--- config.mk ---
export PLATFORM = sky130hd
export DESIGN_NAME = timer8_control_clock_select
export DESIGN_NICKNAME = d
export VERILOG_FILES = /design/src/common/timer8_pkg.sv /design/src/rtl/timer8_control_clock_select.sv
export SDC_FILE = /design/constraint.sdc
export NUM_CORES = 1
export LEC_CHECK = 0
export BUFFER_PORTS_ARGS = -buffer_cell sky130_fd_sc_hd__buf_4
export CORE_MARGIN = 2
export CORE_UTILIZATION = 25
export CTS_CLUSTER_DIAMETER = 200
export CTS_CLUSTER_SIZE = 24
export DETAILED_ROUTE_END_ITERATION = 6
export GPL_ROUTABILITY_DRIVEN = 0
export PLACE_DENSITY = 0.44
export SYNTH_ARGS = -nofsm -noshare
export SYNTH_HDL_FRONTEND = slang
export SYNTH_SLANG_ARGS = --single-unit
--- constraint.sdc ---
create_clock -name clk_sys -period 18.8 [get_ports clk_sys]
set_input_delay 0.94 -clock clk_sys [delete_from_list [all_inputs] [get_ports clk_sys]]
set_output_delay 0.94 -clock clk_sys [all_outputs]
set_load 0.01 [all_outputs]
--- src/common/timer8_pkg.sv ---
// Constants, register map and carrier types for the four-channel 8-bit timer.
// Assumes a 32-bit APB master and a single 125 MHz system clock.
package timer8_pkg;
    localparam int NUM_CH = 4;
    localparam logic [1:0] CH_ZERO = 2'd0;
    localparam logic [1:0] CH_ONE = 2'd1;
    localparam logic [1:0] CH_WHY = 2'd2;
    localparam logic [1:0] CH_EX = 2'd3;
    // Byte addresses; control of Y and X share one slot
    localparam logic [7:0] ADDR_CTRL0 = 8'h00;
    localparam logic [7:0] ADDR_CTRL1 = 8'h04;
    localparam logic [7:0] ADDR_CTRLYX = 8'h08;
    localparam logic [7:0] ADDR_COUNT0 = 8'h0c;
    localparam logic [7:0] ADDR_COUNT1 = 8'h10;
    localparam logic [7:0] ADDR_COUNTYX = 8'h14;
    localparam logic [7:0] ADDR_CONSTA0 = 8'h18;
    localparam logic [7:0] ADDR_CONSTA1 = 8'h1c;
    localparam logic [7:0] ADDR_CONSTAYX = 8'h20;
    localparam logic [7:0] ADDR_CONSTB0 = 8'h24;
    localparam logic [7:0] ADDR_CONSTB1 = 8'h28;
    localparam logic [7:0] ADDR_CONSTBYX = 8'h2c;
    localparam logic [7:0] ADDR_FLAGS0 = 8'h30;
    localparam logic [7:0] ADDR_FLAGS1 = 8'h34;
    localparam logic [7:0] ADDR_FLAGSYX = 8'h38;
    localparam logic [7:0] ADDR_SERIAL = 8'h3c;
    localparam logic [7:0] ADDR_CONNSEL = 8'h40;
    localparam logic [7:0] ADDR_IRQSTAT = 8'h44;
    localparam logic [7:0] ADDR_IRQMASK = 8'h48;
    localparam logic [31:0] ERR_DATA = 32'h0000_0000;
    // Control field positions
    localparam int B_IEB = 7;
    localparam int B_IEA = 6;
    localparam int B_IEW = 5;
    localparam int B_CLR_HI = 4;
    localparam int B_CLR_LO = 3;
    localparam int B_CKS_HI = 2;
    // Flag positions in the flags register
    localparam int F_MB = 7;
    localparam int F_MA = 6;
    localparam int F_WR = 5;
    localparam logic [7:0] FLAGS_RSVD = 8'h1f;
    // Serial control tap bits, connection select bank bit
    localparam int B_TAP0 = 0;
    localparam int B_TAP1 = 1;
    localparam int B_BANK = 7;
    localparam logic [7:0] CTRL_RST = 8'h00;
    localparam logic [7:0] COUNT_RST = 8'h00;
    localparam logic [7:0] CONST_RST = 8'hff;
    localparam logic [7:0] COUNT_MAX = 8'hff;
    // Clock-select codes
    localparam logic [2:0] CKS_STOP = 3'b000;
    localparam logic [2:0] CKS_T1 = 3'b001;
    localparam logic [2:0] CKS_T2 = 3'b010;
    localparam logic [2:0] CKS_T3 = 3'b011;
    localparam logic [2:0] CKS_CASC = 3'b100;
    // Clear-select codes
    localparam logic [1:0] CLR_NONE = 2'b00;
    localparam logic [1:0] CLR_MA = 2'b01;
    localparam logic [1:0] CLR_MB = 2'b10;
    // Prescaler tap indices: phi/2^n uses bit n-1 of the prescaler
    localparam int PRE_W = 11;
    localparam int T_D2 = 0;
    localparam int T_D4 = 1;
    localparam int T_D8 = 2;
    localparam int T_D32 = 4;
    localparam int T_D64 = 5;
    localparam int T_D128 = 6;
    localparam int T_D256 = 7;
    localparam int T_D1024 = 9;
    localparam int T_D2048 = 10;
    // Interrupt status bit groups: 3 bits per channel (B,A,wrap)
    localparam int IRQ_W = 12;

    typedef struct packed {
        logic [7:0] ctrl;
        logic [7:0] count;
        logic [7:0] constA;
        logic [7:0] constB;
        logic [2:0] flags;
    } chan_s;

    typedef struct packed {
        logic matchB;
        logic matchA;
        logic wrap;
    } irq_s;
endpackage

--- src/rtl/timer8_control_clock_select.sv ---
// Four 8-bit timer channels with control, clock selection and an APB slave.
// Assumes APB is synchronous to clk_sys; the prescaler runs from clk_sys.
//
// Function
// - Control bit 7 enables the match-B interrupt while the match-B flag is set.
// - Control bit 6 enables the match-A interrupt while the match-A flag is set.
// - Control bit 5 enables the wrap interrupt while the wrap flag is set.
// - Clear field: 00 never, 01 on match A, 10 on match B; 11 forbidden.
// - Clock-select and the channel tap bit jointly choose the count source of channels zero and one.
// - Channel zero taps phi/8,64,1024 or phi/2,32,256 by its tap bit.
// - Channel one taps phi/8,64,1024 or phi/2,128,2048 by its tap bit.
// - Select 100 makes channel zero count channel one overflows.
// - Select 100 makes channel one count channel zero match-A events.
// - Channel why taps phi/4, phi/256, phi/2048; select 100 forbidden.
// - Channel ex counts phi, phi/2, phi/4 for 001, 010, 011; 100 forbidden.
// - Bank bit 1 reaches channel why registers, 0 reaches channel ex.
// - Wrap flag sets when the counter passes from ff to 00.
// - Counter compared with both constants; equality sets the matching flag.
`timescale 1ns/1ps
`default_nettype none
module timer8_control_clock_select (
    input wire logic clk_sys,
    input wire logic rst,
    input wire logic psel,
    input wire logic penable,
    input wire logic pwrite,
    input wire logic [7:0] paddr,
    input wire logic [31:0] pwdata,
    output logic [31:0] prdata,
    output logic pready,
    output logic pslverr,
    output logic [timer8_pkg::IRQ_W-1:0] chanIrq,
    output logic irq
);
    timer8_pkg::chan_s ch_q [timer8_pkg::NUM_CH];
    timer8_pkg::chan_s ch_d [timer8_pkg::NUM_CH];
    logic [timer8_pkg::PRE_W-1:0] pre_q, pre_d;
    logic [timer8_pkg::NUM_CH-1:0] tap_q, tap_d;
    logic prevMatchA_q, prevMatchA_d;
    logic [7:0] serial_q, serial_d, connSel_q, connSel_d;
    logic [timer8_pkg::IRQ_W-1:0] stat_q, stat_d, mask_q, mask_d;
    logic [31:0] prdata_d;
    logic pready_d, pslverr_d, irq_d;
    logic [timer8_pkg::IRQ_W-1:0] chanIrq_d;
    logic [timer8_pkg::NUM_CH-1:0] tapNow, inc, matchA, matchB, wrapEv;
    logic access, wr, rdErr;
    logic [1:0] yx;

    // Tap level picked for a channel; stop or forbidden code gives a steady low
    function automatic logic tapSel(input logic [1:0] ch, input logic [2:0] cks, input logic tap,
                                    input logic [timer8_pkg::PRE_W-1:0] pre);
        logic v;
        v = 1'b0;
        unique case (ch)
            timer8_pkg::CH_ZERO: begin
                if (cks == timer8_pkg::CKS_T1) v = tap ? pre[timer8_pkg::T_D2] : pre[timer8_pkg::T_D8];
                if (cks == timer8_pkg::CKS_T2) v = tap ? pre[timer8_pkg::T_D32] : pre[timer8_pkg::T_D64];
                if (cks == timer8_pkg::CKS_T3) v = tap ? pre[timer8_pkg::T_D256] : pre[timer8_pkg::T_D1024];
            end
            timer8_pkg::CH_ONE: begin
                if (cks == timer8_pkg::CKS_T1) v = tap ? pre[timer8_pkg::T_D2] : pre[timer8_pkg::T_D8];
                if (cks == timer8_pkg::CKS_T2) v = tap ? pre[timer8_pkg::T_D128] : pre[timer8_pkg::T_D64];
                if (cks == timer8_pkg::CKS_T3) v = tap ? pre[timer8_pkg::T_D2048] : pre[timer8_pkg::T_D1024];
            end
            timer8_pkg::CH_WHY: begin
                if (cks == timer8_pkg::CKS_T1) v = pre[timer8_pkg::T_D4];
                if (cks == timer8_pkg::CKS_T2) v = pre[timer8_pkg::T_D256];
                if (cks == timer8_pkg::CKS_T3) v = pre[timer8_pkg::T_D2048];
            end
            timer8_pkg::CH_EX: begin
                if (cks == timer8_pkg::CKS_T2) v = pre[timer8_pkg::T_D2];
                if (cks == timer8_pkg::CKS_T3) v = pre[timer8_pkg::T_D4];
            end
        endcase
        return v;
    endfunction

    // Register byte of a channel as software reads it
    function automatic logic [7:0] flagByte(input logic [2:0] f);
        return {f, timer8_pkg::FLAGS_RSVD[4:0]};
    endfunction

    assign access = psel && penable;
    assign wr = access && pwrite;
    assign yx = connSel_q[timer8_pkg::B_BANK] ? timer8_pkg::CH_WHY : timer8_pkg::CH_EX;

    always_comb begin
        logic [2:0] cks;
        logic [1:0] clr;
        logic [1:0] idx;
        logic [7:0] nxt;
        cks = '0;
        clr = '0;
        idx = '0;
        nxt = '0;
        pre_d = pre_q + 1'b1;
        serial_d = serial_q;
        connSel_d = connSel_q;
        mask_d = mask_q;
        stat_d = stat_q;
        tapNow = '0;
        inc = '0;
        matchA = '0;
        matchB = '0;
        wrapEv = '0;
        for (int i = 0; i < timer8_pkg::NUM_CH; i++) begin
            idx = 2'(i);
            ch_d[i] = ch_q[i];
            tapNow[i] = tapSel(idx, ch_q[i].ctrl[timer8_pkg::B_CKS_HI:0],
                               (i == 0) ? serial_q[timer8_pkg::B_TAP0] : serial_q[timer8_pkg::B_TAP1], pre_q);
            matchA[i] = ch_q[i].count == ch_q[i].constA;
            matchB[i] = ch_q[i].count == ch_q[i].constB;
        end
        tap_d = tapNow;
        prevMatchA_d = matchA[0];
        for (int i = 0; i < timer8_pkg::NUM_CH; i++) begin
            cks = ch_q[i].ctrl[timer8_pkg::B_CKS_HI:0];
            // Leaving a high tap for stop would read as a falling edge; halted selections never count
            inc[i] = tap_q[i] && !tapNow[i] && cks != timer8_pkg::CKS_STOP && cks < timer8_pkg::CKS_CASC;
            // Ex counts every system clock when undivided is chosen
            if (i == timer8_pkg::CH_EX && cks == timer8_pkg::CKS_T1) inc[i] = 1'b1;
        end
        // Cascade sources use the same cycle's events of the partner channel
        // One count per match event, even while channel zero rests on its constant
        if (ch_q[1].ctrl[timer8_pkg::B_CKS_HI:0] == timer8_pkg::CKS_CASC) begin
            inc[1] = matchA[0] && !prevMatchA_q;
        end
        wrapEv[1] = inc[1] && ch_q[1].count == timer8_pkg::COUNT_MAX;
        if (ch_q[0].ctrl[timer8_pkg::B_CKS_HI:0] == timer8_pkg::CKS_CASC) inc[0] = wrapEv[1];
        wrapEv[0] = inc[0] && ch_q[0].count == timer8_pkg::COUNT_MAX;
        for (int i = 2; i < timer8_pkg::NUM_CH; i++) begin
            wrapEv[i] = inc[i] && ch_q[i].count == timer8_pkg::COUNT_MAX;
        end
        for (int i = 0; i < timer8_pkg::NUM_CH; i++) begin
            clr = ch_q[i].ctrl[timer8_pkg::B_CLR_HI:timer8_pkg::B_CLR_LO];
            nxt = ch_q[i].count + 8'(inc[i]);
            if ((clr == timer8_pkg::CLR_MA && matchA[i]) || (clr == timer8_pkg::CLR_MB && matchB[i])) begin
                nxt = timer8_pkg::COUNT_RST;
            end
            ch_d[i].count = nxt;
        end
        // Software writes; flags clear by writing 0, a same-cycle set wins
        if (wr) begin
            idx = 2'd0;
            unique case (paddr)
                timer8_pkg::ADDR_CTRL0, timer8_pkg::ADDR_COUNT0, timer8_pkg::ADDR_CONSTA0,
                timer8_pkg::ADDR_CONSTB0, timer8_pkg::ADDR_FLAGS0: idx = timer8_pkg::CH_ZERO;
                timer8_pkg::ADDR_CTRL1, timer8_pkg::ADDR_COUNT1, timer8_pkg::ADDR_CONSTA1,
                timer8_pkg::ADDR_CONSTB1, timer8_pkg::ADDR_FLAGS1: idx = timer8_pkg::CH_ONE;
                default: idx = yx;
            endcase
            unique case (paddr)
                timer8_pkg::ADDR_CTRL0, timer8_pkg::ADDR_CTRL1, timer8_pkg::ADDR_CTRLYX:
                    ch_d[idx].ctrl = pwdata[7:0];
                timer8_pkg::ADDR_COUNT0, timer8_pkg::ADDR_COUNT1, timer8_pkg::ADDR_COUNTYX:
                    ch_d[idx].count = pwdata[7:0];
                timer8_pkg::ADDR_CONSTA0, timer8_pkg::ADDR_CONSTA1, timer8_pkg::ADDR_CONSTAYX:
                    ch_d[idx].constA = pwdata[7:0];
                timer8_pkg::ADDR_CONSTB0, timer8_pkg::ADDR_CONSTB1, timer8_pkg::ADDR_CONSTBYX:
                    ch_d[idx].constB = pwdata[7:0];
                timer8_pkg::ADDR_FLAGS0, timer8_pkg::ADDR_FLAGS1, timer8_pkg::ADDR_FLAGSYX:
                    ch_d[idx].flags = ch_q[idx].flags & pwdata[timer8_pkg::F_MB:timer8_pkg::F_WR];
                timer8_pkg::ADDR_SERIAL: serial_d = pwdata[7:0];
                timer8_pkg::ADDR_CONNSEL: connSel_d = pwdata[7:0];
                timer8_pkg::ADDR_IRQSTAT: stat_d = stat_q & ~pwdata[timer8_pkg::IRQ_W-1:0];
                timer8_pkg::ADDR_IRQMASK: mask_d = pwdata[timer8_pkg::IRQ_W-1:0];
                default: ;
            endcase
        end
        for (int i = 0; i < timer8_pkg::NUM_CH; i++) begin
            ch_d[i].flags = ch_d[i].flags | {matchB[i], matchA[i], wrapEv[i]};
            stat_d[3*i +: 3] = stat_d[3*i +: 3] | {matchB[i], matchA[i], wrapEv[i]};
            chanIrq_d[3*i+2] = ch_d[i].flags[2] && ch_d[i].ctrl[timer8_pkg::B_IEB];
            chanIrq_d[3*i+1] = ch_d[i].flags[1] && ch_d[i].ctrl[timer8_pkg::B_IEA];
            chanIrq_d[3*i] = ch_d[i].flags[0] && ch_d[i].ctrl[timer8_pkg::B_IEW];
        end
        irq_d = |(stat_d & mask_d);
    end

    // Read path and bus answer; every access completes in its second access cycle
    always_comb begin
        prdata_d = timer8_pkg::ERR_DATA;
        rdErr = 1'b0;
        unique case (paddr)
            timer8_pkg::ADDR_CTRL0: prdata_d[7:0] = ch_q[0].ctrl;
            timer8_pkg::ADDR_CTRL1: prdata_d[7:0] = ch_q[1].ctrl;
            timer8_pkg::ADDR_CTRLYX: prdata_d[7:0] = ch_q[yx].ctrl;
            timer8_pkg::ADDR_COUNT0: prdata_d[7:0] = ch_q[0].count;
            timer8_pkg::ADDR_COUNT1: prdata_d[7:0] = ch_q[1].count;
            timer8_pkg::ADDR_COUNTYX: prdata_d[7:0] = ch_q[yx].count;
            timer8_pkg::ADDR_CONSTA0: prdata_d[7:0] = ch_q[0].constA;
            timer8_pkg::ADDR_CONSTA1: prdata_d[7:0] = ch_q[1].constA;
            timer8_pkg::ADDR_CONSTAYX: prdata_d[7:0] = ch_q[yx].constA;
            timer8_pkg::ADDR_CONSTB0: prdata_d[7:0] = ch_q[0].constB;
            timer8_pkg::ADDR_CONSTB1: prdata_d[7:0] = ch_q[1].constB;
            timer8_pkg::ADDR_CONSTBYX: prdata_d[7:0] = ch_q[yx].constB;
            timer8_pkg::ADDR_FLAGS0: prdata_d[7:0] = flagByte(ch_q[0].flags);
            timer8_pkg::ADDR_FLAGS1: prdata_d[7:0] = flagByte(ch_q[1].flags);
            timer8_pkg::ADDR_FLAGSYX: prdata_d[7:0] = flagByte(ch_q[yx].flags);
            timer8_pkg::ADDR_SERIAL: prdata_d[7:0] = serial_q;
            timer8_pkg::ADDR_CONNSEL: prdata_d[7:0] = connSel_q;
            timer8_pkg::ADDR_IRQSTAT: prdata_d[timer8_pkg::IRQ_W-1:0] = stat_q;
            timer8_pkg::ADDR_IRQMASK: prdata_d[timer8_pkg::IRQ_W-1:0] = mask_q;
            default: rdErr = 1'b1;
        endcase
        // Ready is registered, so it rises one cycle into the access phase
        pready_d = access && !pready;
        pslverr_d = access && !pready && rdErr;
        if (!(access && !pready && !pwrite)) prdata_d = timer8_pkg::ERR_DATA;
    end

    always_ff @(posedge clk_sys or posedge rst) begin
        if (rst) begin
            for (int i = 0; i < timer8_pkg::NUM_CH; i++) begin
                ch_q[i] <= '{timer8_pkg::CTRL_RST, timer8_pkg::COUNT_RST, timer8_pkg::CONST_RST,
                             timer8_pkg::CONST_RST, 3'b000};
            end
            pre_q <= '0;
            tap_q <= '0;
            prevMatchA_q <= 1'b0;
            serial_q <= 8'h00;
            connSel_q <= 8'h00;
            stat_q <= '0;
            mask_q <= '0;
            prdata <= timer8_pkg::ERR_DATA;
            pready <= 1'b0;
            pslverr <= 1'b0;
            chanIrq <= '0;
            irq <= 1'b0;
        end else begin
            // Writes land at the taking edge, the same edge that raises ready, and land again at the ready edge
            for (int i = 0; i < timer8_pkg::NUM_CH; i++) begin
                ch_q[i] <= ch_d[i];
            end
            pre_q <= pre_d;
            tap_q <= tap_d;
            prevMatchA_q <= prevMatchA_d;
            serial_q <= serial_d;
            connSel_q <= connSel_d;
            stat_q <= stat_d;
            mask_q <= mask_d;
            prdata <= prdata_d;
            pready <= pready_d;
            pslverr <= pslverr_d;
            chanIrq <= chanIrq_d;
            irq <= irq_d;
        end
    end
endmodule
`default_nettype wire

==> metrics, run 1 <==
Vias/cell 5.181; post-place setup slack 14.56 ns; Setup Skew 0.03866 ns; Starting Density 25.27%; Synth async-reset ratio 100.0%; Core Footprint 48750 um2; max-slew violations 0; final setup TNS 0 ns; # fillers 5128; die width 226.0 um; Synth top cells by count dfrtp_1, mux2_2, nand2_1; Hold Violations, Final 0; worst path required time 19.27 ns; cell row count 81; Pwr Density 70.49 nW/um2; Fmax 225.7 MHz; status finished clean; setup slack, reg-to-reg 14.37 ns; n_diodes 0; CP Cell Sequence xor2_1 -> nor4_1 -> nand3_1 -> a2111oi_0 -> or2_2 -> ha_1 -> ha_1 -> and3_1 -> nand3_1 -> xnor2_1 -> a211oi_1 -> a21o_1; class of the worst hold path reg -> reg; RSZ-0062 raised after global routing false; die area 51060 um2; first-pass GRT wire length 65.88 mm; leakage power 5.608 nW; Syn Inst Count 1186; max cap viols 0; Tmin final 4.430 ns; Synth area leaders dfrtp_1, dfstp_2, mux2_2; CTS tree built; placed wire-length estimate 32.12 mm; Hold Path Depth 1; htree depth 1; drt first-iter violations 952; Mapped Avg Cell Area 10.39 um2; CTS clk-pin slew, worst paths 0.11 ns; GRT Total Usage 17.49%; largest net degree at the start of global routing 88; Worst R2R Start ch_q[128]; Slew @ Worst Pin 1.119 ns; Pre-antenna DRT Iters 5; root buffer cell clkbuf_16; worst reg2reg endpoint ch_q[130]; Netlist cell types 88; Max stage delay on crit path 1.07 ns; yosys warns 0; Syn Std Cell Area 12320 um2; initial antenna violation count 0; EDFF count, synth 0; Yosys reg bits 223; CP Capture Type flop; Vias 9621; part of the Yosys area used for sequential elements 45.95%; WHS 0.4763 ns; period utilization 23.56%; Worst Hold Endpoint tap_q[1]; clock buffer count from CTS 13; WS Path Type reg -> reg; grt total ovfl 0; io pins 92; routed wire length 44.66 mm; family with the most delay on the worst path simple AND/OR/NAND/NOR gates; max_slew headroom 23.48%; vias in the first global route 9416; # setup viols final 0; layout cells sized above 1 24.56%; wire length per cell 24.05 um; VDD IR max 0.04272 mV; area occupied by multi-input gates 6113 um2; Die H 226.0 um; hold_buf cts 0; P&R area growth vs syn 10.48%; sequential cell area 5662 um2; Yosys top cell by area dfrtp_1; CP max FO 7; worst path bufs/invs 0; Post-layout nets 1240; Crit-path slowest cell a2111oi_0; startpoint class of the critical path flop; # port buffers 51; worst-case clock buffer depth 3; Detail Route Antenna Nets 0; # Post-CTS Setup Buffers 0; dominant synthesized flop cell dfrtp_1; Synth top area share 32.30%; Post-CTS Resized 0; clk_lat worst skew 0.53 ns; HP Start ch_q[99]; worst reg-to-reg path cell count 12; DRC violations left 0; Worst Path Arrival 4.90 ns; Setup WS post-layout 14.37 ns; top-count cell post-synth dfrtp_1; Clock Sinks 223
cell families (layout without fill, tap and decap cells):
group	after synthesis	in the layout	share of synthesized area [%]
adder cells (fa/ha/maj)	9	9	0.9142
AND/OR/NAND/NOR	339	339	14.67
XOR/XNOR	101	101	7.181
buffers and inverters	134	122	4.997
flip-flops	223	223	45.95
multiplexers	129	129	11.88
AO/OA/AOI/OAI	250	250	14.37
other	1	20	0.03044
worst max-delay path by stage:
stage / startpoint / endpoint / slack (ns) / cells past startpoint
6_report: ch_q[128] / ch_q[130] / 14.37 / 12
5_1_grt: ch_q[128] / ch_q[131] / 14.03 / 12
4_1_cts: ch_q[128] / ch_q[131] / 14.50 / 12
3_5_place_dp: ch_q[128] / ch_q[131] / 14.56 / 12
3_3_place_gp: ch_q[128] / ch_q[130] / 14.59 / 12
2_1_floorplan: rst / ch_q[0] / 11.86 / 1
flip-flops by register name (all words and copies together), names as in the netlist, 4 cells and up:
signal and cells:
chanIrq 12, ch_q 140, pre_q 11, serial_q 8
tap_q 4, mask_q 12, connSel_q 8, prdata 12
stat_q 12
placed cells by master, fill, tap and decap left out, types with 5 or more instances in the layout:
cell type and count:
o211ai_1 6, nor3_1 21, a21o_1 7, buf_4 64
or3_1 8, a22oi_1 47, and2_1 7, o21ai_0 39
ha_1 9, a21boi_0 5, and3_1 9, clkbuf_16 13
o31ai_1 14, mux2_2 110, clkbuf_1 7, nand2_1 91
a221oi_1 15, xor2_1 56, o2bb2ai_1 5, dfstp_2 64
conb_1 20, o22ai_1 9, a21oi_1 38, xnor2_1 45
nor2_1 68, nand2b_1 5, nand3_1 34, dfrtp_1 158
nor4_1 17, a222oi_1 9, nand4_1 28, nor2_2 5
a31oi_1 8, mux2i_1 15, inv_1 35
report_power, final:
part           total [mW]  internal (mW)  switching (mW)
sequential          0.525          0.496          0.0284
combinational       0.115         0.0433          0.0716
clock               0.320          0.135           0.185
total               0.959          0.675           0.285
stage by stage:
stage / cells / power, mW / instance area [um2] / util (%)
floorplan: 1205 / 0.6056 / 12390 / -
global placement: 1835 / 0.6471 / 13230 / 27.14
detailed placement: 1835 / 0.6477 / 13230 / 27.14
CTS: 1857 / 0.9689 / 13610 / 27.92
global route: 1857 / 0.9971 / 13610 / 27.92
finish: 1857 / 0.9593 / 13610 / 27.92
worst register-to-register path: stages, from the launching register on:
cell       delay [ns]
dfrtp_1          0.53
xor2_1           0.21
nor4_1           0.84
nand3_1          0.33
a2111oi_0        1.07
or2_2            0.26
ha_1             0.17
ha_1             0.18
and3_1           0.20
nand3_1          0.10
xnor2_1          0.15
a211oi_1         0.24
a21o_1           0.11
layout make-up:
cell class / instances / share of cell area [%]
Clock buffer: 20 / 2.583
Clock inverter: 2 / 0.2115
Inverter: 36 / 1.048
Multi-Input combinational cell: 848 / 44.92
Sequential cell: 223 / 41.60
Tap cell: 664 / 6.105
Timing Repair Buffer: 64 / 3.530
layer usage:
layer	routed length (um)	track usage, %	vias up
li1	-	-	4294
met2	20120	27.24	342
met3	2663	2.303	56
met5	0	0	-
met1	20700	25.38	4929
met4	1184	4.593	0
Power figures use the tool's default switching activity.
==> run 2, diff against run 1 <==
Clock period 18.8 ns to 4.1 ns, I/O delays scaled along.
==> metrics, run 2 (synthesis results as in run 1) <==
worst-case clock buffer depth 3 (unchanged); VDD IR max 0.1998 mV (+370%); Setup Skew 0.04126 ns (+0.002595 ns); Worst R2R Start ch_q[128]; wire length per cell 23.64 um (-1.7%); max_slew headroom 35.54% (+12 points); largest net degree at the start of global routing 71 (-19%); Slew @ Worst Pin 0.9634 ns (-0.1555 ns); CP Capture Type flop; clk_lat worst skew 0.51 ns (-0.02 ns); Starting Density 25.27% (unchanged); initial antenna violation count 1 (+1); vias in the first global route 9477 (+0.65%); placed cells 1852 (+0.93%); # fillers 5119 (-0.18%); status finished clean; HP Start pwdata[0]; die width 226.0 um (unchanged); commonest non-fill, non-tap cell in the layout dfrtp_1; Post-CTS Resized 0 (unchanged); WS Path Type reg -> reg; CTS tree built; io pins 92 (unchanged); Detail Route Antenna Nets 0 (unchanged); max cap viols 0 (unchanged); # port buffers 51 (unchanged); CTS clk-pin slew, worst paths 0.11 ns (about the same); fin cells 1880 (+1.2%); die area 51060 um2 (unchanged); Pwr Density 315.6 nW/um2 (+350%); first-pass GRT wire length 65.45 mm (-0.65%); GRT Total Usage 17.33% (-0.15 points); Worst Setup SP ch_q[128]; Vias/cell 5.156 (-0.47%); final setup TNS 0 ns (unchanged); placed wire-length estimate 32.48 mm (+1.1%); RSZ-0062 raised after global routing false; period utilization 88.65% (+65 points); worst path required time 4.54 ns (-14.73 ns); WHS 0.1017 ns (-0.3746 ns); startpoint class of the critical path flop; Worst Path Arrival 4.07 ns (-0.83 ns); P&R area growth vs syn 12.29%; Largest register FFs 140 (unchanged); register with the most flip-flops ch_q; Die H 226.0 um (unchanged); Tmin final 3.635 ns (-0.7951 ns); Core Footprint 48750 um2 (unchanged); Pre-antenna DRT Iters 6 (+1); DRC violations left 0 (unchanged); Vias 9694 (+0.76%); Hold Violations, Final 0 (unchanged); class of the worst hold path in -> reg; leakage power 5.730 nW (+2.2%); most frequent cells in the layout dfrtp_1, mux2_2, nand2_1, buf_4, nor2_1; # Post-CTS Setup Buffers 0 (unchanged); root buffer cell clkbuf_16; setup slack, reg-to-reg 0.47 ns (-13.90 ns); cell row count 81 (unchanged); CP max FO 7 (unchanged); grt total ovfl 0 (unchanged); Fmax 275.1 MHz (+22%); max-slew violations 0 (unchanged); routed wire length 44.44 mm (-0.50%); n_diodes 0 (unchanged); Post-layout nets 1264 (+1.9%); htree depth 1 (unchanged); clock buffer count from CTS 13 (unchanged); Clock Sinks 223 (unchanged); layout cells sized above 1 25.41% (+0.85 points); drt first-iter violations 930 (-2.3%); # setup viols final 0 (unchanged)
## run 2: cell types whose count changed in the layout (fill, tap and decap cells not counted)
cell,delta
buf_12,+3
clkinvlp_4,+1
inv_8,-1
dlygate4sd3_1,+7
inv_6,-1
buf_4,+14
## run 2: layer usage
| metal | global-route usage, % | vias to the layer above | routed length, um |
|---|---|---|---|
| met4 | 3.333 | 2 | 905 |
| li1 | - | 4321 | - |
| met3 | 2.264 | 45 | 2740 |
| met1 | 24.91 | 4986 | 20140 |
| met2 | 27.87 | 340 | 20640 |
| met5 | 0 | - | 11 |
## run 2: power breakdown
part / switching (mW) / internal [mW] / leakage [nW] / total [mW]
Sequential: 0.129 / 2.28 / 2.64 / 2.40
Clock: 0.805 / 0.614 / 0.178 / 1.42
Combinational: 0.332 / 0.210 / 2.91 / 0.542
Total: 1.27 / 3.10 / 5.73 / 4.37
## run 2: path summary, 6_finish.rpt
| kind | end | cells past startpoint |
|---|---|---|
| max | ch_q[130] | 13 |
| min | ch_q[3] | 3 |
| max reg2reg | ch_q[130] | 13 |
| min reg2reg | pre_q[8] | 1 |
| max in group asynchronous | ch_q[81] | 4 |
| min in group asynchronous | ch_q[24] | 3 |
## run 2: critical path, cell delays in order, from the launching register on
cell,delay (ns)
dfrtp_1,0.51
xor2_1,0.19
nor4_1,0.60
nand3_1,0.29
a2111oi_0,0.54
buf_4,0.20
or2_2,0.11
ha_1,0.16
ha_1,0.18
and3_1,0.21
nand3_1,0.11
xnor2_1,0.15
a211oi_1,0.22
a21o_1,0.11
## run 2: layout make-up
| type | instances | area (um2) | area share [%] |
|---|---|---|---|
| Multi-Input combinational cell | 848 | 6113 | 44.20 |
| Sequential cell | 223 | 5662 | 40.93 |
| Tap cell | 664 | 830.8 | 6.006 |
| Timing Repair Buffer | 88 | 715.7 | 5.174 |
| Clock buffer | 20 | 351.6 | 2.542 |
| Inverter | 36 | 138.9 | 1.004 |
| Clock inverter | 1 | 20.02 | 0.1447 |
## run 2: metrics by stage
stage	instance area, um2	total power, mW	util (%)	worst slack (ns)
after floorplan	12390	2.778	-	0.9209
after CTS	13830	4.425	28.37	0.5973
after detailed placement	13390	2.979	27.47	0.6458
after global routing	13830	4.546	28.37	0.01657
final	13830	4.365	28.37	0.4653
after global placement	13390	2.979	27.47	0.6250
## run 2: what timing repair did
| action | 4_1_cts | 5_1_grt |
|---|---|---|
| hold buffers | 7 | 0 |
| endpoints found under the hold margin | 26 | 0 |
| setup endpoints to repair | 0 | 0 |
==> run 3, diff against run 2 <==
Clock period 4.1 ns to 4.21 ns, I/O delays scaled along.
==> metrics, run 3 (synthesis results as in run 1) <==
WHS 0.02466 ns (-0.07702 ns); leakage power 5.690 nW (-0.71%); Crit-path slowest cell nor4_1; placed wire-length estimate 32.48 mm (about the same); cell row count 81 (unchanged); worst-case clock buffer depth 3 (unchanged); class of the worst hold path in -> reg; Clock Sinks 223 (unchanged); worst path required time 4.66 ns (+0.12 ns); first-pass GRT wire length 65.20 mm (-0.39%); io pins 92 (unchanged); worst path bufs/invs 1 (unchanged); Die H 226.0 um (unchanged); Largest register FFs 140 (unchanged); Clock Power Share 32.9% (+0.4 points); status finished clean; Pint 3.014 mW (-2.7%); Core Footprint 48750 um2 (unchanged); GRT Total Usage 17.37% (+0.038 points); Vias/cell 5.085 (-1.4%); htree depth 1 (unchanged); Hold Violations, Final 0 (unchanged); # port buffers 51 (unchanged); CP Capture Type flop; Tmin final 3.602 ns (-0.03252 ns); Logic pwr share 12.2% (-0.2 points); die area 51060 um2 (unchanged); Max stage delay on crit path 0.61 ns (about the same); sw frac 29.38% (+0.36 points); Worst Path Arrival 4.05 ns (-0.02 ns); root buffer cell clkbuf_16; Pre-antenna DRT Iters 5 (-1); max-slew violations 0 (unchanged); commonest non-fill, non-tap cell in the layout dfrtp_1; WS Path Type reg -> reg; initial antenna violation count 0 (-1); # fillers 5153 (+0.66%); register with the most flip-flops ch_q; startpoint class of the critical path flop; CTS clk-pin slew, worst paths 0.11 ns (about the same); period utilization 85.56% (-3.1 points); Pwr Density 310.2 nW/um2 (-1.7%); largest net degree at the start of global routing 144 (+100%); DRC violations left 0 (unchanged); Post-CTS Resized 0 (unchanged); grt total ovfl 0 (unchanged); max_slew headroom 27.10% (-8.4 points); max cap viols 0 (unchanged); routed wire length 44.48 mm (about the same); clock buffer count from CTS 13 (unchanged); VDD IR max 0.1830 mV (-8.4%); family with the most delay on the worst path simple AND/OR/NAND/NOR gates; wire length per cell 23.73 um (+0.40%); most frequent cells in the layout dfrtp_1, mux2_2, nand2_1, buf_4, nor2_1; P&R area growth vs syn 11.70%; CTS tree built; layout cells sized above 1 25.12% (-0.29 points); Post-layout nets 1258 (-0.47%); vias in the first global route 9339 (-1.5%); Setup Skew 0.05284 ns (+0.01158 ns); CP Cell Sequence xor2_1 -> nor4_1 -> nand3_1 -> a2111oi_0 -> buf_4 -> or2_2 -> ha_1 -> ha_1 -> and3_1 -> nand3_1 -> xnor2_1 -> a211oi_1 -> a21o_1; final setup TNS 0 ns (unchanged); Detail Route Antenna Nets 0 (unchanged); Starting Density 25.27% (unchanged); Vias 9530 (-1.7%); die width 226.0 um (unchanged); clk_lat worst skew 0.51 ns (about the same); sequential power share 54.9% (-0.2 points); # setup viols final 0 (unchanged); Net Sw Power 1.254 mW (-1.0%); Fmax 277.6 MHz (+0.90%); CP max FO 7 (unchanged); RSZ-0062 raised after global routing false; Slew @ Worst Pin 1.091 ns (+0.1274 ns); drt first-iter violations 923 (-0.75%); n_diodes 0 (unchanged)
[run 3: through the flow]
stage          power [mW]  utilization, %  instances  worst slack (ns)  area, um2
5_1_grt             4.441           28.23       1874            0.1963      13760
6_report            4.268           28.23       1874            0.6078      13760
3_5_place_dp        2.899           27.34       1847            0.6891      13330
4_1_cts             4.319           28.23       1874            0.6580      13760
2_1_floorplan       2.705               -       1205             1.031      12390
3_3_place_gp        2.897           27.34       1847            0.7837      13330
[run 3: final cells by class]
cell class,count,area [um2],area share [%]
clock buffers,20,351.6,2.555
inverters,36,138.9,1.009
repair buffers,82,643.1,4.674
multi-input cells,848,6113,44.43
clock inverters,1,20.02,0.1455
well taps,664,830.8,6.038
flip-flops and latches,223,5662,41.15
[run 3: routing by layer]
metal | global-route usage (%) | wire length (um) | vias to the layer above
met5 | 0 | 0 | -
met2 | 27.71 | 20540 | 336
li1 | - | - | 4325
met3 | 3.422 | 3321 | 39
met1 | 24.36 | 19860 | 4830
met4 | 3.482 | 749 | 0
[run 3: path summary, 6_finish.rpt]
path	slack (ns)	startpoint	endpoint	depth (start not counted)
max in group asynchronous	2.76	rst	ch_q[94]	5
min in group asynchronous	0.44	rst	irq	4
worst max register to register	0.61	ch_q[128]	ch_q[130]	13
worst min-delay path	0.02	pwdata[8]	mask_q[8]	2
worst min register to register	0.47	pre_q[8]	pre_q[8]	1
worst max-delay path	0.61	ch_q[128]	ch_q[130]	13
[run 3: worst register-to-register path: stages (launching register included)]
cell       delay, ns
dfrtp_1         0.50
xor2_1          0.19
nor4_1          0.61
nand3_1         0.31
a2111oi_0       0.50
buf_4           0.19
or2_2           0.11
ha_1            0.17
ha_1            0.19
and3_1          0.21
nand3_1         0.10
xnor2_1         0.15
a211oi_1        0.22
a21o_1          0.11
[run 3: timing repair]
| item | in CTS | in global routing |
|---|---|---|
| hold buffers | 6 | 0 |
| endpoints found under the hold margin | 31 | 0 |
| setup buffers | 0 | 0 |
[run 3: power by group through the flow]
stage	registers, mW	logic [mW]	clock network, mW
5_1_grt	2.36	0.567	1.52
2_1_floorplan	2.29	0.415	0
3_5_place_dp	2.39	0.513	0
6_report	2.34	0.521	1.40
3_3_place_gp	2.39	0.512	0
4_1_cts	2.35	0.521	1.45
